File: config.mk
export PLATFORM = sky130hd
export DESIGN_NAME = nad_datapath
export DESIGN_NICKNAME = d
export VERILOG_FILES = /design/src/include/nad_pkg.sv /design/src/rtl/nad_datapath.sv
export VERILOG_INCLUDE_DIRS = /design/src /design/src/include
export SDC_FILE = /design/constraint.sdc
export NUM_CORES = 1
export LEC_CHECK = 0
export CAP_MARGIN = 20
export CELL_PAD_IN_SITES_DETAIL_PLACEMENT = 2
export CELL_PAD_IN_SITES_GLOBAL_PLACEMENT = 2
export CORE_ASPECT_RATIO = 0.8
export CORE_MARGIN = 4
export CORE_UTILIZATION = 30
export CTS_CLUSTER_DIAMETER = 150
export CTS_CLUSTER_SIZE = 40
export DETAILED_ROUTE_END_ITERATION = 6
export DONT_BUFFER_PORTS = 1
export GPL_TIMING_DRIVEN = 1
export HOLD_SLACK_MARGIN = 0.05
export PLACE_DENSITY = 0.58
export REMOVE_ABC_BUFFERS = 1
export SLEW_MARGIN = 30
export SYNTH_ARGS = -nofsm -noshare
export SYNTH_HDL_FRONTEND = slang
export SYNTH_SLANG_ARGS = --single-unit
export TNS_END_PERCENT = 100
File: constraint.sdc
create_clock -name clock -period 5.3 [get_ports clock]
set_input_delay 0.265 -clock clock [delete_from_list [all_inputs] [get_ports clock]]
set_output_delay 0.265 -clock clock [all_outputs]
set_load 0.02 [all_outputs]
File: src/include/nad_defines.svh
`ifndef NAD_DEFINES_SVH
`define NAD_DEFINES_SVH
// Register byte offsets.
`define NAD_OFS_EXEC   6'h00
`define NAD_OFS_ACC    6'h04
`define NAD_OFS_CARRY  6'h08
`define NAD_OFS_ADDR   6'h0c
`define NAD_OFS_MEM    6'h10
`define NAD_OFS_PC     6'h14
`define NAD_OFS_STKT   6'h18
`define NAD_OFS_STKB   6'h1c
`define NAD_OFS_QLAT   6'h20
`define NAD_OFS_EN     6'h24
`define NAD_OFS_GLAT   6'h28
`define NAD_OFS_DOUT   6'h2c
`define NAD_OFS_SHIFT  6'h30
`define NAD_OFS_STAT   6'h34
// Opcodes.
`define NAD_OP_ZERO    8'h00
`define NAD_OP_XOR     8'h02
`define NAD_OP_CSET    8'h22
`define NAD_OP_ASC     8'h30
`define NAD_OP_ADD     8'h31
`define NAD_OP_CCLR    8'h32
`define NAD_OP_COPY    8'h33
`define NAD_OP_COPY2   8'h3c
`define NAD_OP_COMP    8'h40
`define NAD_OP_NOP     8'h44
`define NAD_OP_AIS_HI  4'h5
// Field positions and enable bits.
`define NAD_EN_CNT     0
`define NAD_EN_LOUT    2
`define NAD_ST_SKIP    0
`define NAD_ST_BUSY    1
`define NAD_ST_GIN     2
// Reset values.
`define NAD_RST_NIB    4'h0
`define NAD_RST_PC     9'h000
`define NAD_RST_ADDR   6'h00
// Longest L glitch and its cycle count at 8 ns.
`define NAD_GLITCH_NS  2000
`define NAD_CLK_NS     8
`define NAD_GLITCH_CYC (`NAD_GLITCH_NS / `NAD_CLK_NS)
`endif

File: src/include/nad_pkg.sv
package nad_pkg;
    typedef enum logic [2:0] {
        NAD_IDLE   = 3'b001,
        NAD_GLITCH = 3'b010,
        NAD_LOAD   = 3'b100
    } nad_state_e;

    typedef struct packed {
        logic        read;
        logic        write;
        logic [5:0]  address;
        logic [31:0] writedata;
    } nad_bus_req_s;
endpackage

File: src/rtl/nad_datapath.sv
// The register offsets and the Avalon-MM register port were left to the implementer.
`timescale 1ns/10ps
`include "nad_defines.svh"
// Function
// - Address register is 6 bits: 2-bit row over 4-bit digit; RAM nibble is operand.
// - Program counter and both return save registers are 9 bits wide.
// - An 8-bit latch holds the data driven onto the L port.
// - Provide 4-bit enable register, 4-bit G latch and 4-bit D output.
// - Serial nibble shifts or counts, with a companion logic clock output.
// - Operand fields: 2-bit row, 4-bit digit, 4-bit immediate, 9-bit ROM address.
// - Opcode 30 adds A, carry and RAM; carry out stored and skips.
// - Opcode 31 adds RAM to A, carry untouched, never skips.
// - Opcodes 5y add immediate, skip on carry out, carry untouched.
// - Opcode 40 complements A, no skip, carry untouched.
// - Opcode 02 XORs RAM into A, no skip.
// - Copy-to-latch first loads the second opcode byte into L, then data.
// - Reduced-pin variant omits D2, D3 and G3.
// - Reset clears PC, A, address, carry, D, enable, G; RAM kept.
module nad_datapath #(
    parameter bit REDUCED_PINS = 1'b0
) (
    // Clock and reset.
    input  wire logic                 clock,
    input  wire logic                 sys_rst,
    // Avalon-MM slave.
    input  wire nad_pkg::nad_bus_req_s bus_req,
    output logic [31:0]               readdata,
    output logic                      waitrequest,
    // Port pins.
    output logic [7:0]                l_out,
    output logic                      l_oe,
    output logic [3:0]                g_out,
    input  wire logic [3:0]           g_in,
    output logic [3:0]                d_out,
    input  wire logic                 serial_in,
    output logic                      logic_clock_out
);
    generate
        if (`NAD_GLITCH_CYC < 1) begin : g_bad_clock
            $error("glitch bound shorter than one clock cycle");
        end
    endgenerate

    nad_pkg::nad_state_e state_reg;
    nad_pkg::nad_state_e state_next;

    logic [3:0] acc_reg;
    logic       carry_reg;
    logic [5:0] addr_reg;
    logic [8:0] pc_reg;
    logic [8:0] stack_top_reg;
    logic [8:0] stack_bot_reg;
    logic [7:0] latch_reg;
    logic [3:0] en_reg;
    logic [3:0] g_reg;
    logic [3:0] d_reg;
    logic [3:0] shift_reg;
    logic       skip_reg;
    logic [7:0] last_op_reg;
    logic       wait_reg;
    logic [31:0] rdata_reg;
    logic       clk_out_reg;
    logic [3:0] g_meta_reg;
    logic [3:0] g_sync_reg;
    logic       si_meta_reg;
    logic       si_sync_reg;
    logic       si_prev_reg;
    logic [3:0] ram [0:63];

    // Address register split and addressed nibble.
    wire [1:0] ram_row_select   = addr_reg[5:4];
    wire [3:0] ram_digit_select = addr_reg[3:0];
    wire [3:0] mem_nib          = ram[{ram_row_select, ram_digit_select}];

    // Bus decode.
    wire       req       = bus_req.read | bus_req.write;
    wire       busy      = (state_reg != nad_pkg::NAD_IDLE);
    wire       accept    = req & wait_reg & ~busy;
    wire       wr_done   = bus_req.write & ~wait_reg;
    wire [5:0] ofs       = bus_req.address;
    wire [7:0] wr_byte   = bus_req.writedata[7:0];
    wire       exec      = wr_done & (ofs == `NAD_OFS_EXEC);
    wire [7:0] opcode    = wr_byte;
    wire [3:0] imm       = opcode[3:0];

    // Instruction decode.
    wire op_asc  = (opcode == `NAD_OP_ASC);
    wire op_add  = (opcode == `NAD_OP_ADD);
    wire op_ais  = (opcode[7:4] == `NAD_OP_AIS_HI);
    wire op_zero = (opcode == `NAD_OP_ZERO);
    wire op_comp = (opcode == `NAD_OP_COMP);
    wire op_xor  = (opcode == `NAD_OP_XOR);
    wire op_cset = (opcode == `NAD_OP_CSET);
    wire op_cclr = (opcode == `NAD_OP_CCLR);
    wire op_copy = (opcode == `NAD_OP_COPY);

    wire [4:0] sum_asc = {1'b0, acc_reg} + {4'h0, carry_reg} + {1'b0, mem_nib};
    wire [4:0] sum_add = {1'b0, acc_reg} + {1'b0, mem_nib};
    wire [4:0] sum_ais = {1'b0, acc_reg} + {1'b0, imm};

    wire [3:0] acc_exec = op_asc  ? sum_asc[3:0] :
                          op_add  ? sum_add[3:0] :
                          op_ais  ? sum_ais[3:0] :
                          op_zero ? `NAD_RST_NIB :
                          op_comp ? ~acc_reg :
                          op_xor  ? (acc_reg ^ mem_nib) :
                          acc_reg;
    wire       carry_exec = op_asc  ? sum_asc[4] :
                            op_cset ? 1'b1 :
                            op_cclr ? 1'b0 :
                            carry_reg;
    // A zero immediate never carries, so that form simply leaves A alone.
    wire       skip_exec  = (op_asc & sum_asc[4]) | (op_ais & sum_ais[4]);
    wire [8:0] pc_exec    = pc_reg + {7'h00, op_copy, ~op_copy} + {8'h00, skip_exec};

    // Shift or count the serial nibble.
    wire       si_fall    = si_prev_reg & ~si_sync_reg;
    wire [3:0] shift_step = en_reg[`NAD_EN_CNT] ?
                            (si_fall ? shift_reg + 4'h1 : shift_reg) :
                            (exec ? {shift_reg[2:0], si_sync_reg} : shift_reg);

    wire [3:0] pin_mask = REDUCED_PINS ? 4'h3 : 4'hf;
    wire [3:0] g_mask   = REDUCED_PINS ? 4'h7 : 4'hf;

    wire [31:0] rd_word =
        (ofs == `NAD_OFS_EXEC)  ? {24'h0, last_op_reg} :
        (ofs == `NAD_OFS_ACC)   ? {28'h0, acc_reg} :
        (ofs == `NAD_OFS_CARRY) ? {31'h0, carry_reg} :
        (ofs == `NAD_OFS_ADDR)  ? {26'h0, addr_reg} :
        (ofs == `NAD_OFS_MEM)   ? {28'h0, mem_nib} :
        (ofs == `NAD_OFS_PC)    ? {23'h0, pc_reg} :
        (ofs == `NAD_OFS_STKT)  ? {23'h0, stack_top_reg} :
        (ofs == `NAD_OFS_STKB)  ? {23'h0, stack_bot_reg} :
        (ofs == `NAD_OFS_QLAT)  ? {24'h0, latch_reg} :
        (ofs == `NAD_OFS_EN)    ? {28'h0, en_reg} :
        (ofs == `NAD_OFS_GLAT)  ? {28'h0, g_reg} :
        (ofs == `NAD_OFS_DOUT)  ? {28'h0, d_reg} :
        (ofs == `NAD_OFS_SHIFT) ? {28'h0, shift_reg} :
        (ofs == `NAD_OFS_STAT)  ? {26'h0, g_sync_reg, busy, skip_reg} :
        32'h0;

    // The L pins run one cycle ahead of the latch during a copy: glitch byte first, then the copied data.
    wire [7:0] l_next = (state_next == nad_pkg::NAD_GLITCH) ? `NAD_OP_COPY2 :
                        (state_reg != nad_pkg::NAD_IDLE) ? {acc_reg, mem_nib} :
                        (wr_done && ofs == `NAD_OFS_QLAT) ? wr_byte : latch_reg;

    always_comb begin
        case (state_reg)
            nad_pkg::NAD_IDLE:   state_next = (exec & op_copy) ? nad_pkg::NAD_GLITCH
                                                                : nad_pkg::NAD_IDLE;
            nad_pkg::NAD_GLITCH: state_next = nad_pkg::NAD_LOAD;
            nad_pkg::NAD_LOAD:   state_next = nad_pkg::NAD_IDLE;
            default:             state_next = nad_pkg::NAD_IDLE;
        endcase
    end

    // Bus handshake: one wait cycle, longer while a copy is in flight.
    always_ff @(posedge clock) begin
        if (sys_rst) begin
            wait_reg  <= 1'b1;
            rdata_reg <= 32'h0;
        end else begin
            wait_reg  <= ~accept;
            rdata_reg <= accept ? rd_word : rdata_reg;
        end
    end

    // Pin synchronisers.
    always_ff @(posedge clock) begin
        g_meta_reg  <= g_in;
        g_sync_reg  <= g_meta_reg;
        si_meta_reg <= serial_in;
        si_sync_reg <= si_meta_reg;
        si_prev_reg <= si_sync_reg;
    end

    // Software may load RAM at the current address.
    always_ff @(posedge clock) begin
        if (wr_done && ofs == `NAD_OFS_MEM) begin
            ram[addr_reg] <= wr_byte[3:0];
        end
    end

    always_ff @(posedge clock) begin
        if (sys_rst) begin
            state_reg     <= nad_pkg::NAD_IDLE;
            acc_reg       <= `NAD_RST_NIB;
            carry_reg     <= 1'b0;
            addr_reg      <= `NAD_RST_ADDR;
            pc_reg        <= `NAD_RST_PC;
            en_reg        <= `NAD_RST_NIB;
            g_reg         <= `NAD_RST_NIB;
            d_reg         <= `NAD_RST_NIB;
            stack_top_reg <= `NAD_RST_PC;
            stack_bot_reg <= `NAD_RST_PC;
            latch_reg     <= 8'h00;
            shift_reg     <= `NAD_RST_NIB;
            skip_reg      <= 1'b0;
            last_op_reg   <= 8'h00;
        end else begin
            state_reg <= state_next;
            shift_reg <= (wr_done && ofs == `NAD_OFS_SHIFT) ? wr_byte[3:0] : shift_step;
            if (exec) begin
                acc_reg     <= acc_exec;
                carry_reg   <= carry_exec;
                skip_reg    <= skip_exec;
                pc_reg      <= pc_exec;
                last_op_reg <= opcode;
            end
            if (state_reg == nad_pkg::NAD_GLITCH) begin
                latch_reg <= `NAD_OP_COPY2;
            end else if (state_reg == nad_pkg::NAD_LOAD) begin
                latch_reg <= {acc_reg, mem_nib};
            end else if (wr_done && ofs == `NAD_OFS_QLAT) begin
                latch_reg <= wr_byte;
            end
            if (wr_done) begin
                case (ofs)
                    `NAD_OFS_ACC:   acc_reg       <= wr_byte[3:0];
                    `NAD_OFS_CARRY: carry_reg     <= wr_byte[0];
                    `NAD_OFS_ADDR:  addr_reg      <= wr_byte[5:0];
                    `NAD_OFS_PC:    pc_reg        <= bus_req.writedata[8:0];
                    `NAD_OFS_STKT:  stack_top_reg <= bus_req.writedata[8:0];
                    `NAD_OFS_STKB:  stack_bot_reg <= bus_req.writedata[8:0];
                    `NAD_OFS_EN:    en_reg        <= wr_byte[3:0];
                    `NAD_OFS_GLAT:  g_reg         <= wr_byte[3:0];
                    `NAD_OFS_DOUT:  d_reg         <= wr_byte[3:0];
                    default:        ;
                endcase
            end
        end
    end

    // Registered pin drivers.
    always_ff @(posedge clock) begin
        if (sys_rst) begin
            l_out       <= 8'h00;
            l_oe        <= 1'b0;
            g_out       <= 4'h0;
            d_out       <= 4'h0;
            clk_out_reg <= 1'b0;
        end else begin
            l_out       <= l_next;
            l_oe        <= en_reg[`NAD_EN_LOUT];
            g_out       <= g_reg & g_mask;
            d_out       <= d_reg & pin_mask;
            clk_out_reg <= en_reg[`NAD_EN_CNT] ? 1'b0 : ~clk_out_reg;
        end
    end

    assign readdata        = rdata_reg;
    assign waitrequest     = wait_reg;
    assign logic_clock_out = clk_out_reg;
endmodule

==> summary.txt <==
Drt
  • DRC Markers: 0
  • Vias: 10100
  • Vias per inst: 5.27
  • DRT iter0 DRCs: 730
  • Routed wire length: 50.5 mm
  • Routed Antenna Nets: 0
  • Wire per inst: 26.2 um
  • Pre-Repair DR Iteration Count: 5

Place
  • Port bufs: 0
  • GPL Wtd Cong: 0.749
  • DP Area: 16900 um^2
  • DP HPWL: 32.9 mm
  • Placed insts: 1875

Synth
  • Top FF cell, synth: edfxtp_1
  • Fraction of registers with async set/reset: 0%
  • Number of synthesized flops with an enable pin: 256
  • Post-Synthesis Cells: 1221
  • Post-synth cell types: 69
  • Mapped cell area: 16100 um^2
  • Seq/Total Area, Yosys: 62.4%
  • Avg Synthesized Cell Area: 13.2 um^2
  • Flops & latches, synth: 375
  • Synth warnings: 0

STA
  • Max Clock Freq: 0.204 GHz
  • Slew headroom: 34.3%
  • Hold_ws: 0.0727 ns
  • Max Slew Vio Count: 0
  • Fin crit period: 4.91 ns
  • Least-Margin Pin Slew: 0.983 ns
  • Final TNS setup: 0 ns
  • Hold Vio Cnt, Final: 0
  • Clk_skew: 0.0379 ns
  • Post-route clock period utilization: 92.7%
  • Count of endpoints failing setup in the final report: 0

Clock network
  • Clock sink count: 375
  • Worst-skew pair later-pin latency: 0.55 ns
  • Largest buffer count on any clock path: 3
  • CTS tree: built
  • Clock Root Buffer: clkbuf_16
  • CTS Buf Count: 13
  • Clk slew on worst S/H paths: 0.16 ns
  • CTS H-tree depth: 1

Pwr
  • Total power: 4.70 mW
  • VDD IR-drop max: 0.198 mV
  • PD cells: 266 nW/um^2
  • Leakage: 5.64 nW

Setup path
  • WP data arrival: 5.38 ns
  • Worst path required time: 5.77 ns
  • Crit path max fanout: 8
  • CP Capture Type: flip-flop
  • Crit Path Category: reg2reg
  • Critical Path Source Type: flip-flop

Final layout
  • Post-route cell area: 17700 um^2
  • Nets@finish: 1288
  • Layout fillers: 5407
  • Biggest register: ram
  • Area grow syn2layout: 9.42%
  • Fraction of layout cells with a size suffix above 1: 11.8%
  • Number of flip-flops in the largest register: 256
  • Antenna Diode Count: 0
  • Cell Count, Final, Fillers Out: 1924

Floorplanning
  • Die W: 267 um
  • Core Area: 52800 um^2
  • Die area: 57600 um^2
  • Io pins: 98
  • Initial Util: 30.6%
  • Row Count: 75
  • Die height: 215 um

Worst hold path
  • Worst min path class: in2reg

Global route
  • Initial antenna violation count: 1
  • GRT Overall Usage: 17.3%
  • Largest net degree at the start of global routing: 95
  • First-pass GRT wire length: 75.4 mm
  • Grt total ovfl: 0
  • Vias in the first global route: 10800

Run status
  • Outcome: finished, final reports clean

Job
  • Max cap viols: 0
report_power, final:
| group | internal, mW | switching, mW |
|---|---|---|
| Clock | 0.482 | 0.919 |
| Sequential | 3.13 | 0.0128 |
| Combinational | 0.0426 | 0.119 |
| Total | 3.65 | 1.05 |
worst paths after layout:
kind,cells after the start,startpoint,slack [ns],end
setup / recovery,17,flip-flop,0.39,pc_reg[8]
hold / removal,4,bus_req[5],0.07,carry_reg
setup reg to reg,17,flip-flop,0.39,pc_reg[8]
hold reg to reg,0,g_meta_reg[3],0.35,g_sync_reg[3]
cell usage after synthesis, types with 11 or more instances:
master | count | area share (%)
a211oi_1 | 31 | 1.4
o22ai_1 | 11 | 0.43
nor3_1 | 19 | 0.59
buf_2 | 11 | 0.34
nand2b_1 | 16 | 0.62
edfxtp_1 | 256 | 48
nor2_1 | 176 | 4.1
dfxtp_1 | 119 | 15
nor2b_1 | 21 | 0.81
a221oi_1 | 11 | 0.60
nand3_1 | 21 | 0.65
nand2_1 | 80 | 1.9
mux2i_1 | 55 | 3.4
mux4_2 | 57 | 8.0
a22oi_1 | 11 | 0.51
mux2_2 | 12 | 0.84
o21ai_0 | 20 | 0.62
buf_4 | 29 | 1.3
clkbuf_1 | 37 | 0.86
a21oi_1 | 33 | 1.0
inv_1 | 22 | 0.51
final cells by class:
class / instances / area (um^2) / area share (%)
flip-flops and latches: 375 / 10100 / 57.1
multi-input cells: 756 / 5630 / 31.8
well taps: 693 / 867 / 4.91
repair buffers: 54 / 623 / 3.53
clock buffers: 19 / 348 / 1.97
inverters: 25 / 93.8 / 0.531
clock inverters: 2 / 27.5 / 0.156
cell families (layout without fill, tap and decap cells):
family	count (synthesis)	after routing	synth area share [%]
xor gates and xnor gates	13	13	0.705
AOI/OAI and AO/OA	184	184	8.06
buffers and inverters	112	100	3.46
and+or+nand+nor	392	392	11.4
DFF	375	375	62.4
other	1	23	0.0232
muxes	128	128	12.5
adders and majority gates	16	16	1.52
cells in the final DEF, fill, tap and decap left out, types with 6 or more instances in the layout:
cell,netlist,routed
nor3_1,19,16
a221oi_1,11,11
a222oi_1,6,6
and3_1,6,6
a211oi_1,31,31
nor2b_1,21,21
a21o_1,7,7
fa_1,6,6
a21oi_1,33,32
o21ai_0,20,20
nor4_1,6,6
clkbuf_1,37,6
a2111oi_0,7,7
conb_1,1,23
dlygate4sd3_1,0,14
nand2_1,80,80
dfxtp_1,119,116
xnor2_1,10,10
nand4_1,7,7
nand3_1,21,21
buf_12,0,6
inv_1,22,22
a22oi_1,11,11
o211ai_1,6,6
mux2_2,12,12
buf_4,29,27
nand2b_1,16,16
mux2i_1,55,55
edfxtp_1,256,256
mux4_2,57,57
clkbuf_16,0,13
o22ai_1,11,11
nand3b_1,7,7
ha_1,10,10
nor2_1,176,176
worst max-delay path: stages, from the launching register on:
cell and delay, ns:
dfxtp_4 0.48, clkbuf_4 0.24, buf_4 0.13, mux4_2 0.52, mux4_2 0.54, a221o_1 0.47, and2_1 0.25, ha_1 0.36
a21oi_1 0.10, nor3_2 0.22, a21oi_2 0.08, fa_1 0.43, inv_1 0.10, fa_1 0.25, nand2_1 0.10, nor3_1 0.22
xnor2_1 0.11, a211oi_1 0.23
routing by layer:
layer	global-route usage [%]	vias to the layer above	share of wire, %	wire length [um]
li1	-	4565	-	-
met1	27.4	5406	52	26100
met2	26.1	136	43	21900
met3	2.21	27	3.9	1950
met4	2.27	0	1.1	567
met5	0	-	0	0
through the flow:
stage	utilization (%)	setup slack, ns
2_1_floorplan	-	-0.807
3_3_place_gp	32.0	0.200
3_5_place_dp	32.0	0.128
4_1_cts	33.3	0.0946
5_1_grt	33.4	-0.00284
6_report	33.4	0.388
repair_timing:
action,4_1_cts,5_1_grt
hold buffers,19,0
setup endpoints to repair,0,6
buffers inserted,0,9
hold endpoints to repair,369,0
resized for setup,0,4
Note: power is estimated with default switching activity, not from simulation.
